## config.mk

```make
export PLATFORM = sky130hd
export DESIGN_NAME = scss_clock_select
export DESIGN_NICKNAME = d
export VERILOG_FILES = /design/src/shared/scss_pkg.sv /design/src/shared/scss_div_if.sv /design/src/hw/scss_rc_divider.sv /design/src/hw/scss_clock_select.sv
export VERILOG_INCLUDE_DIRS = /design/src /design/src/shared
export SDC_FILE = /design/constraint.sdc
export NUM_CORES = 1
export LEC_CHECK = 0
export ABC_AREA = 0
export BUFFER_PORTS_ARGS = -buffer_cell sky130_fd_sc_hd__buf_2
export CORE_MARGIN = 2
export CORE_UTILIZATION = 40
export CTS_BUF_LIST = sky130_fd_sc_hd__clkbuf_4 sky130_fd_sc_hd__clkbuf_8
export CTS_CLUSTER_SIZE = 20
export DETAILED_ROUTE_END_ITERATION = 6
export PLACE_DENSITY = 0.67
export SYNTH_ARGS = -nofsm -noshare
export SYNTH_HDL_FRONTEND = slang
export SYNTH_HIERARCHICAL = 1
export SYNTH_SLANG_ARGS = --single-unit
```

## constraint.sdc

```tcl
create_clock -name sys_clk -period 3.1 [get_ports sys_clk]
set_clock_uncertainty 0.1 [all_clocks]
set_input_delay 0.155 -clock sys_clk [delete_from_list [all_inputs] [get_ports sys_clk]]
set_output_delay 0.155 -clock sys_clk [all_outputs]
set_load 0.02 [all_outputs]
```

## src/shared/scss_consts.svh

```systemverilog
// Purpose: Offsets, fields, reset values and timing counts
// Assumes: Included by bare name
// Notes: Definitions only
`ifndef SCSS_CONSTS_SVH
`define SCSS_CONSTS_SVH

// Register byte offsets
`define SCSS_OFS_OSC_CTRL 8'h00
`define SCSS_OFS_CLK_DIV 8'h04
`define SCSS_OFS_IRQ_STAT 8'h08
`define SCSS_OFS_IRQ_MASK 8'h0C

// Oscillator control fields
`define SCSS_CUR_LSB 12
`define SCSS_NEW_LSB 8
`define SCSS_BIT_CLK_LOCK 7
`define SCSS_BIT_PLL_LOCK 5
`define SCSS_BIT_FAIL 3
`define SCSS_BIT_SEC_EN 1
`define SCSS_BIT_SWITCH 0

// Clock divisor fields
`define SCSS_DIV_LSB 8
`define SCSS_DIV_RST 3'h0
`define SCSS_DIV16_CODE 3'h4

// Interrupt bits
`define SCSS_IRQ_FAIL 0
`define SCSS_IRQ_DONE 1
`define SCSS_IRQ_W 2

// Timing
`define SCSS_FAIL_WINDOW 4
`define SCSS_APB_ERR_DATA 32'h0000_0000

`endif

```

## src/shared/scss_pkg.sv

```systemverilog
// Purpose: Selector types
// Assumes: Nothing
// Notes: Source codes are the select-field encodings
`default_nettype none
package scss_pkg;

    typedef enum logic [2:0] {
        SRC_FRC = 3'b000,
        SRC_FRC_PLL = 3'b001,
        SRC_PRI = 3'b010,
        SRC_PRI_PLL = 3'b011,
        SRC_SEC = 3'b100,
        SRC_LOW_POWER_INTERNAL_OSC = 3'b101,
        SRC_FRC_DIV16 = 3'b110,
        SRC_FRC_DIVN = 3'b111
    } scss_src_t;

    typedef enum logic [1:0] {
        PRI_EXT_CLK = 2'b00,
        PRI_STD_XTAL = 2'b01,
        PRI_HS_XTAL = 2'b10,
        PRI_RSVD = 2'b11
    } scss_pri_t;

    typedef enum logic [3:0] {
        MODE_FRC = 4'b0000,
        MODE_FRC_PLL = 4'b0001,
        MODE_EC = 4'b0010,
        MODE_XT = 4'b0011,
        MODE_HS = 4'b0100,
        MODE_EC_PLL = 4'b0101,
        MODE_XT_PLL = 4'b0110,
        MODE_HS_PLL = 4'b0111,
        MODE_SEC = 4'b1000,
        MODE_LOW_POWER_INTERNAL_OSC = 4'b1001,
        MODE_FRC_DIV16 = 4'b1010,
        MODE_FRC_DIVN = 4'b1011
    } scss_mode_t;

    typedef enum logic [1:0] {
        SW_IDLE = 2'b00,
        SW_DRAIN = 2'b01,
        SW_ARM = 2'b10
    } scss_sw_t;

endpackage
`default_nettype wire

```

## src/shared/scss_div_if.sv

```systemverilog
// Purpose: Selector to postscaler bundle
// Assumes: All signals on sys_clk
// Notes: outTick is a one-cycle pulse
`timescale 1ns/1ps
`default_nettype none
interface scss_div_if;
    logic inTick;
    logic [2:0] code;
    logic outTick;
    modport divider (input inTick, input code, output outTick);
    modport user (output inTick, output code, input outTick);
endinterface
`default_nettype wire

```

## src/hw/scss_rc_divider.sv

```systemverilog
// Purpose: Postscaler for the RC tick stream
// Assumes: inTick is a one-cycle enable on sys_clk
// Notes: A factor change mid-count acts at once: a smaller factor ends the current period early, a larger one extends it
`timescale 1ns/1ps
`default_nettype none
module scss_rc_divider (
    // Clock and reset
    input wire logic sys_clk,
    input wire logic nrst,
    // Tick bundle
    scss_div_if.divider div
);

    logic [7:0] count;
    logic [7:0] term;

    function automatic logic [7:0] lastCount(input logic [2:0] code);
        case (code)
            3'b000: lastCount = 8'h00;
            3'b001: lastCount = 8'h01;
            3'b010: lastCount = 8'h03;
            3'b011: lastCount = 8'h07;
            3'b100: lastCount = 8'h0F;
            3'b101: lastCount = 8'h1F;
            3'b110: lastCount = 8'h3F;
            default: lastCount = 8'hFF;
        endcase
    endfunction

    assign term = lastCount(div.code);

    always_ff @(posedge sys_clk or negedge nrst) begin
        if (!nrst) begin
            count <= 8'h00;
        end else if (div.inTick) begin
            count <= (count >= term) ? 8'h00 : count + 8'h01;
        end
    end

    always_ff @(posedge sys_clk or negedge nrst) begin
        if (!nrst) begin
            div.outTick <= 1'b0;
        end else begin
            div.outTick <= div.inTick && (count >= term);
        end
    end

endmodule
`default_nettype wire

```

## src/hw/scss_clock_select.sv

```systemverilog
// Purpose: System clock source selection, switching, postscaling and fail monitoring
// Assumes: Oscillators arrive as one-cycle ticks on sys_clk
// Notes: System clock is oscTick plus a level toggled per tick
//
// Operation
// - Eight sources: RC, RC+PLL, primary, primary+PLL, secondary, LP RC, RC/16, RC/n.
// - The RC/n source is the RC postscaled by a factor from the divisor register.
// - The low-power RC tick is the watchdog and fail monitor reference.
// - At reset release the source comes from the configuration fields.
// - Erased configuration (all ones) starts on an RC-derived source.
// - Source and primary mode decode into twelve clock modes.
// - The instruction tick is the system oscillator tick divided by two.
// - Only the RC and primary ticks may feed the PLL; others bypass it.
// - Primary modes are standard crystal, high-speed crystal and external clock.
// - A fail monitor detects a dead system clock on any source but RC and LP RC, and falls back to the RC.
// - Software may switch the source at run time.
// - Source codes map 000 RC through 111 RC divide-by-n.
// - Divider codes give 1,2,4..64 and 256 at 111.
// - Primary mode codes are 10 high-speed, 01 standard, 00 external.
//
// Decided for this implementation: register access over APB and the register addresses.
`timescale 1ns/1ps
`default_nettype none
`include "scss_consts.svh"
module scss_clock_select
    import scss_pkg::*;
#(
    parameter int FAIL_WINDOW = `SCSS_FAIL_WINDOW
) (
    // Clock and reset
    input wire logic sys_clk,
    input wire logic nrst,
    // APB slave
    input wire logic psel,
    input wire logic penable,
    input wire logic pwrite,
    input wire logic [7:0] paddr,
    input wire logic [31:0] pwdata,
    output logic [31:0] prdata,
    output logic pready,
    output logic pslverr,
    // Configuration memory fields
    input wire logic [2:0] initialSourceSelect,
    input wire logic [1:0] primaryModeSelect,
    // Oscillator ticks
    input wire logic fastRcTick,
    input wire logic primaryTick,
    input wire logic secondaryTick,
    input wire logic lowPowerTick,
    input wire logic pllTick,
    input wire logic pllLocked,
    // PLL feed
    output logic pllRefTick,
    output logic pllEnable,
    // Oscillator pin control
    output logic crystalDrive,
    output logic highSpeedGain,
    output logic secOscEnable,
    // Clock outputs
    output logic oscTick,
    output logic sysClkLevel,
    output logic instrTick,
    output logic watchdogRefTick,
    output logic failRefTick,
    output logic [3:0] clockMode,
    // Interrupt
    output logic irq
);

    ////////////////////////////////////////////////////////////////////////////
    // State

    scss_src_t currentSource;
    scss_src_t newSource;
    scss_src_t divSource;
    scss_pri_t primaryMode;
    scss_sw_t state;
    scss_sw_t next_state;
    logic loaded;
    logic switchReq;
    logic clockLock;
    logic secEnable;
    logic [2:0] rcDivider;
    logic [`SCSS_IRQ_W-1:0] irqStatus;
    logic [`SCSS_IRQ_W-1:0] irqMask;
    logic instrPhase;
    logic [7:0] lpCount;
    logic oldTick;
    logic newTick;
    logic selTick;
    logic commit;
    logic failEvent;
    logic wrEn;
    logic rdSetup;
    logic [31:0] rdData;

    scss_div_if rcDiv ();

    ////////////////////////////////////////////////////////////////////////////
    // Functions

    function automatic logic usesPll(input scss_src_t s);
        usesPll = (s == SRC_FRC_PLL) || (s == SRC_PRI_PLL);
    endfunction

    function automatic logic tickOf(input scss_src_t s, input logic fast_internal_rc_osc, pri, sec,
                                    lp, pll, div);
        case (s)
            SRC_FRC: tickOf = fast_internal_rc_osc;
            SRC_FRC_PLL: tickOf = pll;
            SRC_PRI: tickOf = pri;
            SRC_PRI_PLL: tickOf = pll;
            SRC_SEC: tickOf = sec;
            SRC_LOW_POWER_INTERNAL_OSC: tickOf = lp;
            default: tickOf = div;
        endcase
    endfunction

    function automatic logic isPrimary(input scss_src_t s);
        isPrimary = (s == SRC_PRI) || (s == SRC_PRI_PLL);
    endfunction

    function automatic scss_mode_t modeOf(input scss_src_t s, input scss_pri_t p);
        case (s)
            SRC_FRC: modeOf = MODE_FRC;
            SRC_FRC_PLL: modeOf = MODE_FRC_PLL;
            SRC_PRI: modeOf = (p == PRI_HS_XTAL) ? MODE_HS :
                              (p == PRI_STD_XTAL) ? MODE_XT : MODE_EC;
            SRC_PRI_PLL: modeOf = (p == PRI_HS_XTAL) ? MODE_HS_PLL :
                                  (p == PRI_STD_XTAL) ? MODE_XT_PLL : MODE_EC_PLL;
            SRC_SEC: modeOf = MODE_SEC;
            SRC_LOW_POWER_INTERNAL_OSC: modeOf = MODE_LOW_POWER_INTERNAL_OSC;
            SRC_FRC_DIV16: modeOf = MODE_FRC_DIV16;
            default: modeOf = MODE_FRC_DIVN;
        endcase
    endfunction

    ////////////////////////////////////////////////////////////////////////////
    // Configuration capture

    always_ff @(posedge sys_clk or negedge nrst) begin
        if (!nrst) begin
            loaded <= 1'b0;
            primaryMode <= PRI_EXT_CLK;
        end else if (!loaded) begin
            loaded <= 1'b1;
            primaryMode <= scss_pri_t'(primaryModeSelect);
        end
    end

    ////////////////////////////////////////////////////////////////////////////
    // Postscaler and tick selection

    // Divider follows the target while arming
    assign divSource = (state == SW_ARM) ? newSource : currentSource;
    assign rcDiv.code = (divSource == SRC_FRC_DIV16) ? `SCSS_DIV16_CODE : rcDivider;
    assign rcDiv.inTick = fastRcTick;

    scss_rc_divider scss_rc_divider_inst (
        .sys_clk(sys_clk),
        .nrst(nrst),
        .div(rcDiv)
    );

    assign oldTick = tickOf(currentSource, fastRcTick, primaryTick, secondaryTick,
                            lowPowerTick, pllTick, rcDiv.outTick);
    assign newTick = tickOf(newSource, fastRcTick, primaryTick, secondaryTick,
                            lowPowerTick, pllTick, rcDiv.outTick);

    ////////////////////////////////////////////////////////////////////////////
    // Switch sequencer

    // Park low, then restart on a new edge
    always_comb begin
        next_state = state;
        selTick = 1'b0;
        case (state)
            SW_IDLE: begin
                selTick = oldTick;
                if (switchReq && !clockLock && loaded) begin
                    next_state = SW_DRAIN;
                end
            end
            SW_DRAIN: begin
                selTick = oldTick;
                if (sysClkLevel == oldTick) begin
                    next_state = SW_ARM;
                end
            end
            SW_ARM: begin
                selTick = newTick;
                if (newTick) begin
                    next_state = SW_IDLE;
                end
            end
            default: begin
                next_state = SW_IDLE;
            end
        endcase
    end

    assign commit = (state == SW_ARM) && newTick;

    always_ff @(posedge sys_clk or negedge nrst) begin
        if (!nrst) begin
            state <= SW_IDLE;
        end else if (failEvent) begin
            state <= SW_IDLE;
        end else begin
            state <= next_state;
        end
    end

    always_ff @(posedge sys_clk or negedge nrst) begin
        if (!nrst) begin
            currentSource <= SRC_FRC;
        end else if (!loaded) begin
            // Erased fields decode to an RC source
            currentSource <= scss_src_t'(initialSourceSelect);
        end else if (failEvent) begin
            currentSource <= SRC_FRC;
        end else if (commit) begin
            currentSource <= newSource;
        end
    end

    ////////////////////////////////////////////////////////////////////////////
    // Clock outputs

    // Level toggles only on selected ticks
    always_ff @(posedge sys_clk or negedge nrst) begin
        if (!nrst) begin
            oscTick <= 1'b0;
            sysClkLevel <= 1'b0;
        end else begin
            oscTick <= selTick && loaded;
            if (selTick && loaded) begin
                sysClkLevel <= !sysClkLevel;
            end
        end
    end

    // Instruction tick every second oscillator tick
    always_ff @(posedge sys_clk or negedge nrst) begin
        if (!nrst) begin
            instrPhase <= 1'b0;
            instrTick <= 1'b0;
        end else begin
            instrTick <= oscTick && instrPhase;
            if (oscTick) begin
                instrPhase <= !instrPhase;
            end
        end
    end

    always_ff @(posedge sys_clk or negedge nrst) begin
        if (!nrst) begin
            watchdogRefTick <= 1'b0;
            failRefTick <= 1'b0;
        end else begin
            watchdogRefTick <= lowPowerTick;
            failRefTick <= lowPowerTick;
        end
    end

    // PLL fed from RC or primary only
    always_ff @(posedge sys_clk or negedge nrst) begin
        if (!nrst) begin
            pllRefTick <= 1'b0;
            pllEnable <= 1'b0;
        end else begin
            pllEnable <= usesPll(currentSource) || usesPll(newSource);
            pllRefTick <= (usesPll(divSource) || usesPll(currentSource)) &&
                          (isPrimary(divSource) ? primaryTick : fastRcTick);
        end
    end

    // Crystal drive only in crystal modes
    always_ff @(posedge sys_clk or negedge nrst) begin
        if (!nrst) begin
            crystalDrive <= 1'b0;
            highSpeedGain <= 1'b0;
            secOscEnable <= 1'b0;
            clockMode <= MODE_FRC;
        end else begin
            crystalDrive <= (isPrimary(currentSource) || isPrimary(newSource)) &&
                            (primaryMode == PRI_STD_XTAL || primaryMode == PRI_HS_XTAL);
            highSpeedGain <= primaryMode == PRI_HS_XTAL;
            secOscEnable <= secEnable || currentSource == SRC_SEC || newSource == SRC_SEC;
            clockMode <= modeOf(currentSource, primaryMode);
        end
    end

    ////////////////////////////////////////////////////////////////////////////
    // Fail monitor

    // Cannot watch the RC that is its own reference
    assign failEvent = loaded && currentSource != SRC_LOW_POWER_INTERNAL_OSC && currentSource != SRC_FRC &&
                       lowPowerTick && lpCount == 8'(FAIL_WINDOW - 1);

    // Reference ticks without a system tick
    always_ff @(posedge sys_clk or negedge nrst) begin
        if (!nrst) begin
            lpCount <= 8'h00;
        end else if (selTick || failEvent) begin
            lpCount <= 8'h00;
        end else if (lowPowerTick && lpCount != 8'hFF) begin
            lpCount <= lpCount + 8'h01;
        end
    end

    ////////////////////////////////////////////////////////////////////////////
    // Registers

    assign wrEn = psel && penable && pwrite;
    assign rdSetup = psel && !penable && !pwrite;

    always_ff @(posedge sys_clk or negedge nrst) begin
        if (!nrst) begin
            newSource <= SRC_FRC;
            clockLock <= 1'b0;
            secEnable <= 1'b0;
        end else if (!loaded) begin
            newSource <= scss_src_t'(initialSourceSelect);
        end else if (wrEn && paddr == `SCSS_OFS_OSC_CTRL) begin
            if (state == SW_IDLE) begin
                newSource <= scss_src_t'(pwdata[`SCSS_NEW_LSB +: 3]);
            end
            // Lock holds until reset
            clockLock <= clockLock || pwdata[`SCSS_BIT_CLK_LOCK];
            secEnable <= pwdata[`SCSS_BIT_SEC_EN];
        end else if (failEvent) begin
            newSource <= SRC_FRC;
        end
    end

    // Request set by software, cleared on completion
    always_ff @(posedge sys_clk or negedge nrst) begin
        if (!nrst) begin
            switchReq <= 1'b0;
        end else if (wrEn && paddr == `SCSS_OFS_OSC_CTRL && pwdata[`SCSS_BIT_SWITCH]) begin
            switchReq <= 1'b1;
        end else if (commit || failEvent) begin
            switchReq <= 1'b0;
        end
    end

    always_ff @(posedge sys_clk or negedge nrst) begin
        if (!nrst) begin
            rcDivider <= `SCSS_DIV_RST;
        end else if (wrEn && paddr == `SCSS_OFS_CLK_DIV) begin
            rcDivider <= pwdata[`SCSS_DIV_LSB +: 3];
        end
    end

    // Sticky events, set wins over write-one-to-clear
    always_ff @(posedge sys_clk or negedge nrst) begin
        if (!nrst) begin
            irqStatus <= '0;
        end else begin
            if (wrEn && paddr == `SCSS_OFS_IRQ_STAT) begin
                irqStatus <= irqStatus & ~pwdata[`SCSS_IRQ_W-1:0];
            end else if (wrEn && paddr == `SCSS_OFS_OSC_CTRL && pwdata[`SCSS_BIT_FAIL]) begin
                irqStatus[`SCSS_IRQ_FAIL] <= 1'b0;
            end
            if (failEvent) begin
                irqStatus[`SCSS_IRQ_FAIL] <= 1'b1;
            end
            if (commit) begin
                irqStatus[`SCSS_IRQ_DONE] <= 1'b1;
            end
        end
    end

    always_ff @(posedge sys_clk or negedge nrst) begin
        if (!nrst) begin
            irqMask <= '0;
        end else if (wrEn && paddr == `SCSS_OFS_IRQ_MASK) begin
            irqMask <= pwdata[`SCSS_IRQ_W-1:0];
        end
    end

    assign irq = |(irqStatus & irqMask);

    always_comb begin
        rdData = 32'h0000_0000;
        case (paddr)
            `SCSS_OFS_OSC_CTRL: begin
                rdData[`SCSS_CUR_LSB +: 3] = currentSource;
                rdData[`SCSS_NEW_LSB +: 3] = newSource;
                rdData[`SCSS_BIT_CLK_LOCK] = clockLock;
                rdData[`SCSS_BIT_PLL_LOCK] = pllLocked && usesPll(currentSource);
                rdData[`SCSS_BIT_FAIL] = irqStatus[`SCSS_IRQ_FAIL];
                rdData[`SCSS_BIT_SEC_EN] = secEnable;
                rdData[`SCSS_BIT_SWITCH] = switchReq;
            end
            `SCSS_OFS_CLK_DIV: rdData[`SCSS_DIV_LSB +: 3] = rcDivider;
            `SCSS_OFS_IRQ_STAT: rdData[`SCSS_IRQ_W-1:0] = irqStatus;
            `SCSS_OFS_IRQ_MASK: rdData[`SCSS_IRQ_W-1:0] = irqMask;
            default: rdData = `SCSS_APB_ERR_DATA;
        endcase
    end

    // Taken in setup so it comes from a flop
    always_ff @(posedge sys_clk or negedge nrst) begin
        if (!nrst) begin
            prdata <= 32'h0000_0000;
        end else if (rdSetup) begin
            prdata <= rdData;
        end
    end

    assign pready = psel && penable;
    assign pslverr = psel && penable && paddr != `SCSS_OFS_OSC_CTRL &&
                     paddr != `SCSS_OFS_CLK_DIV && paddr != `SCSS_OFS_IRQ_STAT &&
                     paddr != `SCSS_OFS_IRQ_MASK;

endmodule
`default_nettype wire

```

* After elaboration in Yosys (flattened, before gate mapping)
Cells that the tools add are included.
** Word-level totals
- Register bits after elaboration :: 63
- Memories :: 0
- Bits in read-only memories :: 0
- Memory bits (writable) :: 0
- Bits of input ports :: 56
- Logic and storage cells :: 180
- Bits in latches :: 0
** Operators by class
- Divide/modulo/power cells :: 0
- Equal/unequal tests :: 41
- Reduce and logical (&&, ||, !) cells :: 66
- Bitwise logic cells :: 3
- Mux-type cells :: 40
- Shift-type cells :: 0
- $add $sub $neg :: 2
- Magnitude comparators :: 1
- Multiply operators :: 0
** Operator list (number)
- $pmux W8 S7 :: 1
- $mux W3 :: 11
- $logic_and A1 B1 Y1 :: 28
- $pmux W4 S7 :: 1
- $eq A3 B3 Y1 const B :: 9
- $eq A3 B2 Y1 const B :: 8
- $mux W8 :: 3
- $add A8 B1 Y8 const B :: 2
- $eq A8 B4 Y1 const B :: 2
- $ne A8 B4 Y1 const B :: 2
- $logic_or A1 B1 Y1 :: 15
- $eq A3 B1 Y1 const B :: 4
- $mux W1 :: 12
- $mux W2 :: 6
- $ne A3 B3 Y1 const B :: 4
- $pmux W2 S3 :: 2
- $pmux W1 S5 :: 2
- $logic_not A3 Y1 :: 3
- $eq A8 B2 Y1 const B :: 1
- $eq A8 B3 Y1 const B :: 1
- $ge A8 B8 Y1 :: 1
- $logic_not A8 Y1 :: 1
- $ne A8 B3 Y1 const B :: 1
- $ne A8 B8 Y1 const B :: 1
- other kinds (17) :: 32

* Depth between registers and ports, before layout
Gate-level depths: netlist of the first run.
- Depth in word-level cells :: 8
- Mapped depth :: 13
- Mapped depth without buffers :: 12

* By module
Netlist of the first run, hierarchy kept.
** Modules (own cells, without submodules)
- scss_clock_select :: area each 2912.8 sq um, seq. area each 1351.3 sq um, instances 1, cells an instance 287
- scss_rc_divider :: area each 674.4 sq um, seq. area each 225.2 sq um, instances 1, cells an instance 68

* Least setup slack after synthesis of the first run
No wires, ideal clock.
- Path type :: register to register
- Start point :: register state[0]
- End point :: register scss_rc_divider_inst.count[4]
- Data required time :: 2.931 ns
- Cell stages (with the launch flop) :: 14
- Period minus slack after synthesis :: 3.049 ns
- Arrival :: 2.880 ns
- Path slack :: 0.051 ns
- Setup time :: 0.069 ns
- Path buffers :: 2
- Path through :: dfrtp_1 > clkbuf_1 > nor2_1 > nor2_1 > a32oi_1 > nand2b_1 > or3_1 > ha_1 > nand2b_4 > a2111oi_4 > o41ai_4 > and2_1 > buf_6 > nor2_2
** Between the ends
- Longest elaborated chain between the ends :: 8
- Elaborated cells between the ends (all ways) :: 14
- Those cells by class :: order compare (1); eq/ne (8); mux (4); reduce/logical (1)
** RTL lines
- start: declaration :: RTL line scss_clock_select.sv:77 : scss_sw_t state;
- start signal: assignment :: RTL line scss_clock_select.sv:210 : state <= next_state;
- $eq A2 B2 Y1 * :: RTL line scss_clock_select.sv:155 : assign divSource = (state == SW_ARM) ? newSource : currentSource;
- $mux W3 * :: RTL line scss_clock_select.sv:155
- $eq A3 B3 Y1 * :: RTL line scss_clock_select.sv:156 : assign rcDiv.code = (divSource == SRC_FRC_DIV16) ? `SCSS_DIV16_CODE : rcDivider;
- $mux W3 * :: RTL line scss_clock_select.sv:156
- named net rcDiv.code[2] :: RTL line scss_div_if.sv:8 : logic [2:0] code;
- $eq A3 B3 Y1, or another cell as far along :: RTL line scss_rc_divider.sv:18 : case (code)
- $pmux W8 S7 * :: RTL line scss_rc_divider.sv:18
- $ge A8 B8 Y1 * :: RTL line scss_rc_divider.sv:36 : count <= (count >= term) ? 8'h00 : count + 8'h01;
- $mux W8 * :: RTL line scss_rc_divider.sv:36
- end signal: assignment :: RTL line scss_rc_divider.sv:36
- end: declaration :: RTL line scss_rc_divider.sv:14 : logic [7:0] count;
Mark *: on every way through the listed nets, which the timed path passes. The rest lies on a longest branch.
A chain may end at the register's enable or synchronous reset.

* Worst setup path after layout of the first run
- Start point :: register currentSource[0]
- End point :: register scss_rc_divider_inst.count[3]
** Between the ends
- Longest elaborated chain between the ends :: 7
- Elaborated cells between the ends (all ways) :: 13
- Those cells by class :: order compare (1); eq/ne (7); mux (4); reduce/logical (1)
** RTL lines
- start: declaration :: RTL line scss_clock_select.sv:73 : scss_src_t currentSource;
- start signal: assignment :: RTL line scss_clock_select.sv:219 : currentSource <= scss_src_t'(initialSourceSelect);
- start signal: assignment :: RTL line scss_clock_select.sv:223 : currentSource <= newSource;
- $mux W3 * :: RTL line scss_clock_select.sv:155
- $eq A3 B3 Y1 * :: RTL line scss_clock_select.sv:156
- $mux W3 * :: RTL line scss_clock_select.sv:156
- named net rcDiv.code[0] :: RTL line scss_div_if.sv:8
- $eq A3 B3 Y1, or another cell as far along :: RTL line scss_rc_divider.sv:18
- $pmux W8 S7 * :: RTL line scss_rc_divider.sv:18
- $ge A8 B8 Y1 * :: RTL line scss_rc_divider.sv:36
- $mux W8 * :: RTL line scss_rc_divider.sv:36
Marked as above.

==> results of run 1 <==
[cells in the final DEF, fill, tap and decap left out, types with 6 or more instances in the layout]
cell type | netlist | layout
mux2i_1 | 14 | 14
buf_2 | 5 | 58
mux2_2 | 6 | 6
nand3_1 | 10 | 10
dfrtp_1 | 63 | 63
clkbuf_8 | 1 | 10
dlygate4sd3_1 | 0 | 13
nand2_1 | 31 | 31
o21ai_0 | 18 | 18
conb_1 | 2 | 22
ha_1 | 13 | 13
xor2_1 | 7 | 7
buf_4 | 22 | 13
a21oi_1 | 14 | 14
nor2_1 | 25 | 24
inv_1 | 14 | 14
[metrics by stage]
stage	util	hold slack [ns]	instances	area, um2	total power [mW]
after floorplan	-	-0.241	375	3660	1.37
after global placement	0.450	0.240	516	3920	1.48
after detailed placement	0.450	0.262	516	3920	1.49
after CTS	0.493	0.0268	545	4300	2.39
after global routing	0.494	0.0412	545	4310	2.49
final	0.494	0.0402	545	4310	2.37
[what timing repair did]
action / 4_1_cts / 5_1_grt
buffers inserted: 0 / 0
setup endpoints to repair: 0 / 7
resized for setup: 0 / 3
hold endpoints to repair: 55 / 0
hold buffers: 13 / 0
[registers in the layout (all words and copies together), names as in the netlist, 3 cells and up]
name and count:
newSource 3, currentSource 3, lpCount 8, prdata 11, clockMode 4, scss_rc_divider_inst/count 8
rcDivider 3
[worst min-delay path, cell delays in order]
cell and delay [ns]:
buf_2 0.08, inv_1 0.06, o21ai_0 0.15
[cells by family after synthesis]
logic type | count (synthesis)
AOI/OAI and AO/OA | 73
xor gates and xnor gates | 10
adders and majority gates | 13
buffers and inverters | 52
DFF | 63
muxes | 21
other | 2
and+or+nand+nor | 121
[worst min path at each step]
stage | startpoint | endpoint | slack (ns) | cells after the start
2_1_floorplan | nrst | clockLock | -0.24 | 0
3_3_place_gp | nrst | clockMode[1] | 0.24 | 1
3_5_place_dp | nrst | crystalDrive | 0.26 | 1
4_1_cts | pwdata[1] | secEnable | 0.03 | 3
5_1_grt | pwdata[1] | secEnable | 0.04 | 3
6_report | pwdata[1] | secEnable | 0.04 | 3
[layout make-up]
cell class / count / area, um2 / share of cell area
clock buffers: 10 / 138 / 0.0319
clock inverters: 6 / 108 / 0.0250
inverters: 14 / 52.6 / 0.0122
multi-input cells: 260 / 1780 / 0.413
flip-flops and latches: 63 / 1580 / 0.366
well taps: 108 / 135 / 0.0314
repair buffers: 84 / 518 / 0.120
[metal layers]
| metal | part of all wire | up-vias |
|---|---|---|
| met5 | 0 | - |
| met4 | 0.014 | 0 |
| met3 | 0.041 | 10 |
| met2 | 0.48 | 68 |
| met1 | 0.46 | 1332 |
| li1 | - | 1367 |
[where the power goes]
part           internal (mW)  switching (mW)  leakage, nW
clock                  0.553           0.331        0.122
sequential             0.903          0.0683        0.837
combinational          0.215           0.298         1.15
==> summary.txt, run 1 <==
CTS
  • Worst-path clk slew: 0.07 ns
  • Clk sinks: 63
  • CTS tree: built
  • Latest clock arrival within the worst-skew pair: 0.34 ns
  • CTS max path bufs: 2
  • CTS Buf Count: 9
  • CTS H-tree depth: 3
  • Root buf cell: clkbuf_8

Timing
  • Final setup viols: 0
  • Setup slack after layout: 0.217 ns
  • RSZ-0062 raised after global routing: false
  • Rel. slew slack: 0.378
  • Hold Fails Final Rpt: 0
  • F_max: 347 MHz
  • Slew @ Worst Pin: 0.934 ns
  • TNS Setup: 0 ns
  • Crit share post-route: 0.930
  • Shortest period the worst path allows: 2.88 ns
  • Final slew viol count: 0

Critical path
  • Slowest Stage Delay on Critical Path: 0.39 ns
  • R2R Setup Slk: 0.22 ns
  • WP buf/inv: 0
  • CP Capture Point: scss_rc_divider_inst/count[3]
  • Critical Path RT: 3.28 ns
  • Worst setup EP type: flip-flop
  • Worst r2r dst: scss_rc_divider_inst/count[3]
  • Critical Path Stages: 11
  • Cells along the critical path: nand2b_1 > nor2_1 > a32oi_2 > and2_1 > or3_1 > ha_1 > nand2b_4 > a2111oi_4 > o41ai_4 > nor4_1 > a211o_1
  • Crit path kind: reg2reg
  • CP Max Fanout: 7
  • Critical Path Start: currentSource[0]
  • Crit-path slowest cell: a2111oi_4
  • Worst reg2reg path depth: 11
  • Crit path max-delay family: simple AND/OR/NAND/NOR gates
  • Setup crit start kind: flip-flop
  • Worst R2R Start: currentSource[0]
  • Arrival time at the worst endpoint: 3.06 ns

Logic synthesis
  • Post-synth EDFFs: 0
  • Average size of a mapped cell: 10.1 um2
  • Compound-cell area share of the yosys netlist: 0.153
  • Largest area contributor in the netlist: dfrtp_1
  • Post-synthesis mux area share: 0.0621
  • Synth Area in Adders: 0.0453
  • Post-synthesis simple-gate area fraction: 0.185
  • Largest family of logic cells by synthesized area: simple AND/OR/NAND/NOR gates
  • Top cells by area, synth: dfrtp_1, buf_4, ha_1
  • Unique masters post-synth: 68
  • Cell Area, Synth: 0.00359 mm2
  • Yosys top cell area share: 0.439
  • Cells after Synth: 355
  • Seq/Total Area, Yosys: 0.439
  • Commonest cells post-synth: dfrtp_1, nand2_1, nor2_1, buf_4, o21ai_0
  • Ys async rst share: 1.00
  • XOR/XNOR Fraction of Synth Area: 0.0244
  • Seq cells post-synth: 63
  • Top-count cell post-synth: dfrtp_1
  • Ys flop type: dfrtp_1
  • Synth warn: 6

Die
  • DIE HEIGHT: 98.7 um
  • Die width: 98.7 um
  • Die Area: 0.00974 mm2
  • I/O pin total: 105
  • Core ar.: 0.00872 mm2
  • Initial core utilization: 0.411
  • Placement row count: 34

Drt
  • Drt first-iter violations: 164
  • Routed wire length: 7730 um
  • ANT nets after route: 0
  • Vias per Instance: 5.10
  • DRT Pass-1 Iters: 5
  • Routed len/inst: 14.2 um
  • Drt drc: 0
  • Vias: 2777

Global routing
  • Met1 usage: 0.220
  • Total gr overflow: 0
  • Antenna violations before repair: 0
  • Tot GR Track Use: 0.165
  • Pin count of the biggest net entering global routing: 42
  • First-pass GRT wire length: 13000 um
  • Gr busiest metal: met2
  • Vias in the first global route: 2720
  • GR Util met2: 0.266
  • GR Layer Usage met3: 0.0326

Power
  • P_leak: 2.11 nW
  • Pwr Density: 550 mW/mm2
  • VDD IR max: 0.234 mV

Placement
  • HPWL after DPL: 5680 um
  • Worst slack, placed: 0.132 ns
  • Port Buf Inserts: 58
  • Routability Congestion: 0.895

Job
  • Max-Cap Viols: 0

Cells and area
  • Share of cells above drive strength 1: 0.275
  • ANT cells: 0
  • Layout overhead on the synthesized area: 20.1%
  • Filler Cell Count: 833
  • Final nets: 501

Status
  • Status: finished, final reports clean

Worst hold path
  • Hold Path Class: in2reg
Power figures use the tool's default switching activity.
==> run 2, diff against run 1 <==
--- a/config.mk
+++ b/config.mk
@@ -8,12 +8,13 @@
 export LEC_CHECK = 0
 export ABC_AREA = 0
 export BUFFER_PORTS_ARGS = -buffer_cell sky130_fd_sc_hd__buf_2
+export CAP_MARGIN = 5
 export CORE_MARGIN = 2
-export CORE_UTILIZATION = 40
+export CORE_UTILIZATION = 58
 export CTS_BUF_LIST = sky130_fd_sc_hd__clkbuf_4 sky130_fd_sc_hd__clkbuf_8
 export CTS_CLUSTER_SIZE = 20
 export DETAILED_ROUTE_END_ITERATION = 6
-export PLACE_DENSITY = 0.67
+export PLACE_DENSITY = 0.88
 export SYNTH_ARGS = -nofsm -noshare
 export SYNTH_HDL_FRONTEND = slang
 export SYNTH_HIERARCHICAL = 1
==> constraint.sdc (replaced) <==
create_clock -name sys_clk -period 3.4 [get_ports sys_clk]
set_clock_uncertainty 0.1 [all_clocks]
set_input_delay 0.17 -clock sys_clk [delete_from_list [all_inputs] [get_ports sys_clk]]
set_output_delay 0.17 -clock sys_clk [all_outputs]
set_load 0.02 [all_outputs]
==> summary.txt, run 2 (same netlist as run 1, synthesis figures left out) <==
Die
  • Die width: 82.6 um (-16%)
  • Initial core utilization: 0.602 (+0.191)
  • Placement row count: 28 (-18%)
  • DIE HEIGHT: 82.6 um (-16%)
  • I/O pin total: 105 (unchanged)
  • Die Area: 0.00683 mm2 (-30%)
  • Core ar.: 0.00596 mm2 (-32%)

Global routing
  • GR Layer Usage met3: 0.0467 (+0.0141)
  • Tot GR Track Use: 0.232 (+0.0668)
  • Vias in the first global route: 2726 (+0.22%)
  • Gr busiest metal: met2
  • Total gr overflow: 0 (unchanged)
  • First-pass GRT wire length: 12000 um (-7.4%)
  • Pin count of the biggest net entering global routing: 33 (-21%)
  • GR Util met2: 0.377 (+0.111)
  • Antenna violations before repair: 0 (unchanged)
  • Met1 usage: 0.295 (+0.0749)

Power
  • VDD IR max: 0.317 mV (+36%)
  • Pint: 1.40 mW (-16%)
  • Seq pwr share: 0.444 (+0.034)
  • Sw Share: 0.307 (+0.0127)
  • Combinational share of power: 0.228 (+0.011)
  • Clk network pwr share: 0.329 (-0.044)
  • P_leak: 2.06 nW (-2.4%)
  • Pwr Density: 483 mW/mm2 (-12%)
  • Net switching power: 0.619 mW (-11%)
  • Tot Pwr: 2.02 mW (-15%)

Timing
  • Shortest period the worst path allows: 3.15 ns (+0.263 ns)
  • Final setup viols: 0 (unchanged)
  • Rel. slew slack: 0.462 (+0.0841)
  • Hold Fails Final Rpt: 0 (unchanged)
  • RSZ-0062 raised after global routing: false
  • Final slew viol count: 0 (unchanged)
  • Slew @ Worst Pin: 0.800 ns (-0.133 ns)
  • TNS Setup: 0 ns (unchanged)
  • Crit share post-route: 0.925 (-0.00463)
  • F_max: 318 MHz (-8.4%)
  • WHS: 0.0557 ns (+0.0156 ns)

CTS
  • Clk sinks: 63 (unchanged)
  • CTS Buf Count: 9 (unchanged)
  • CTS H-tree depth: 3 (unchanged)
  • CTS max path bufs: 2 (unchanged)
  • Latest clock arrival within the worst-skew pair: 0.34 ns (about the same)
  • CTS Hold Buffers Added: 13 (unchanged)
  • Setup Buffers After CTS: 0 (unchanged)
  • CTS tree: built
  • PostCTS Resize Cnt: 0 (unchanged)
  • Worst-path clk slew: 0.07 ns (about the same)
  • Root buf cell: clkbuf_8

Cells and area
  • Filler Cell Count: 456 (-45%)
  • Most flops, register: prdata
  • Register area: 0.00158 mm2 (unchanged)
  • Max FFs per register: 11 (unchanged)
  • Most common cell after layout, fill and taps aside: dfrtp_1
  • Final nets: 496 (-1.0%)
  • Share of cells above drive strength 1: 0.259 (-0.0153)
  • Multi-input gate area: 0.00177 mm2 (-0.63%)
  • Commonest non-fill, non-tap cells in the layout: dfrtp_1, buf_2, nand2_1
  • Largest regs: prdata (11), lpCount (8), scss_rc_divider_inst/count (8)
  • Layout overhead on the synthesized area: 16.4%
  • ANT cells: 0 (unchanged)

Drt
  • Vias: 2861 (+3.0%)
  • ANT nets after route: 0 (unchanged)
  • DRT Pass-1 Iters: 4 (-1)
  • Vias per Instance: 5.64 (+11%)
  • Routed len/inst: 14.5 um (+2.6%)
  • Drt first-iter violations: 221 (+35%)
  • Drt drc: 0 (unchanged)
  • Routed wire length: 7370 um (-4.6%)

Critical path
  • Arrival time at the worst endpoint: 3.26 ns (+0.20 ns)
  • Crit path kind: reg2reg
  • Critical Path RT: 3.52 ns (+0.24 ns)
  • Worst setup EP type: flip-flop
  • Setup crit start kind: flip-flop
  • CP Max Fanout: 7 (unchanged)

Placement
  • Routability Congestion: 0.891 (-0.45%)
  • HPWL after DPL: 5450 um (-4.1%)
  • Port Buf Inserts: 58 (unchanged)

Status
  • Status: finished, final reports clean

Job
  • Max-Cap Viols: 0 (unchanged)

Worst hold path
  • Hold Path Class: in2reg
-- run 2: final timing paths --
kind / start / to / slack (ns) / depth (start not counted)
setup / recovery: state[1] / scss_rc_divider_inst/count[6] / 0.25 / 11
hold / removal: pwdata[1] / irqMask[1] / 0.06 / 3
setup reg to reg: state[1] / scss_rc_divider_inst/count[6] / 0.25 / 11
hold reg to reg: instrPhase / instrPhase / 0.36 / 1
max in group asynchronous: nrst / prdata[5] / 2.02 / 3
min in group asynchronous: nrst / primaryMode[1] / 0.31 / 2
-- run 2: worst max-delay path, cell delays in order, from the launching register on --
cell and delay (ns):
dfrtp_1 0.46, inv_1 0.09, nor2_1 0.19, a32oi_1 0.17
and2_1 0.25, or3_1 0.38, ha_1 0.29, nand2b_4 0.12
a2111oi_4 0.07, o41ai_4 0.44, and2_1 0.39, nor2_2 0.07
-- run 2: area by class of cell --
type,instances,area share
Clock buffer,13,0.0384
Clock inverter,3,0.0102
Inverter,14,0.0126
Multi-Input combinational cell,260,0.424
Sequential cell,63,0.378
Tap cell,75,0.0225
Timing Repair Buffer,79,0.115
-- run 2: through the flow --
step                      setup slack (ns)   util  instance area [um2]  cells
after floorplan                      0.351      -                 3660    375
after global placement               0.379  0.645                 3840    478
after detailed placement             0.287  0.645                 3840    478
after CTS                            0.269  0.701                 4180    507
after global routing                 0.114  0.701                 4180    507
final                                0.253  0.701                 4180    507
-- run 2: power groups by stage --
| stage | Sequential, mW | Clock, mW | Combinational [mW] |
|---|---|---|---|
| 2_1_floorplan | 0.916 | 0 | 0.329 |
| 3_3_place_gp | 0.900 | 0 | 0.430 |
| 3_5_place_dp | 0.907 | 0 | 0.445 |
| 4_1_cts | 0.893 | 0.672 | 0.460 |
| 5_1_grt | 0.906 | 0.699 | 0.509 |
| 6_report | 0.895 | 0.663 | 0.460 |
-- run 2: metal layers --
| layer | vias up | part of all wire |
|---|---|---|
| met4 | 0 | 0.021 |
| met1 | 1377 | 0.43 |
| met5 | - | 0 |
| li1 | 1361 | - |
| met2 | 106 | 0.48 |
| met3 | 17 | 0.066 |
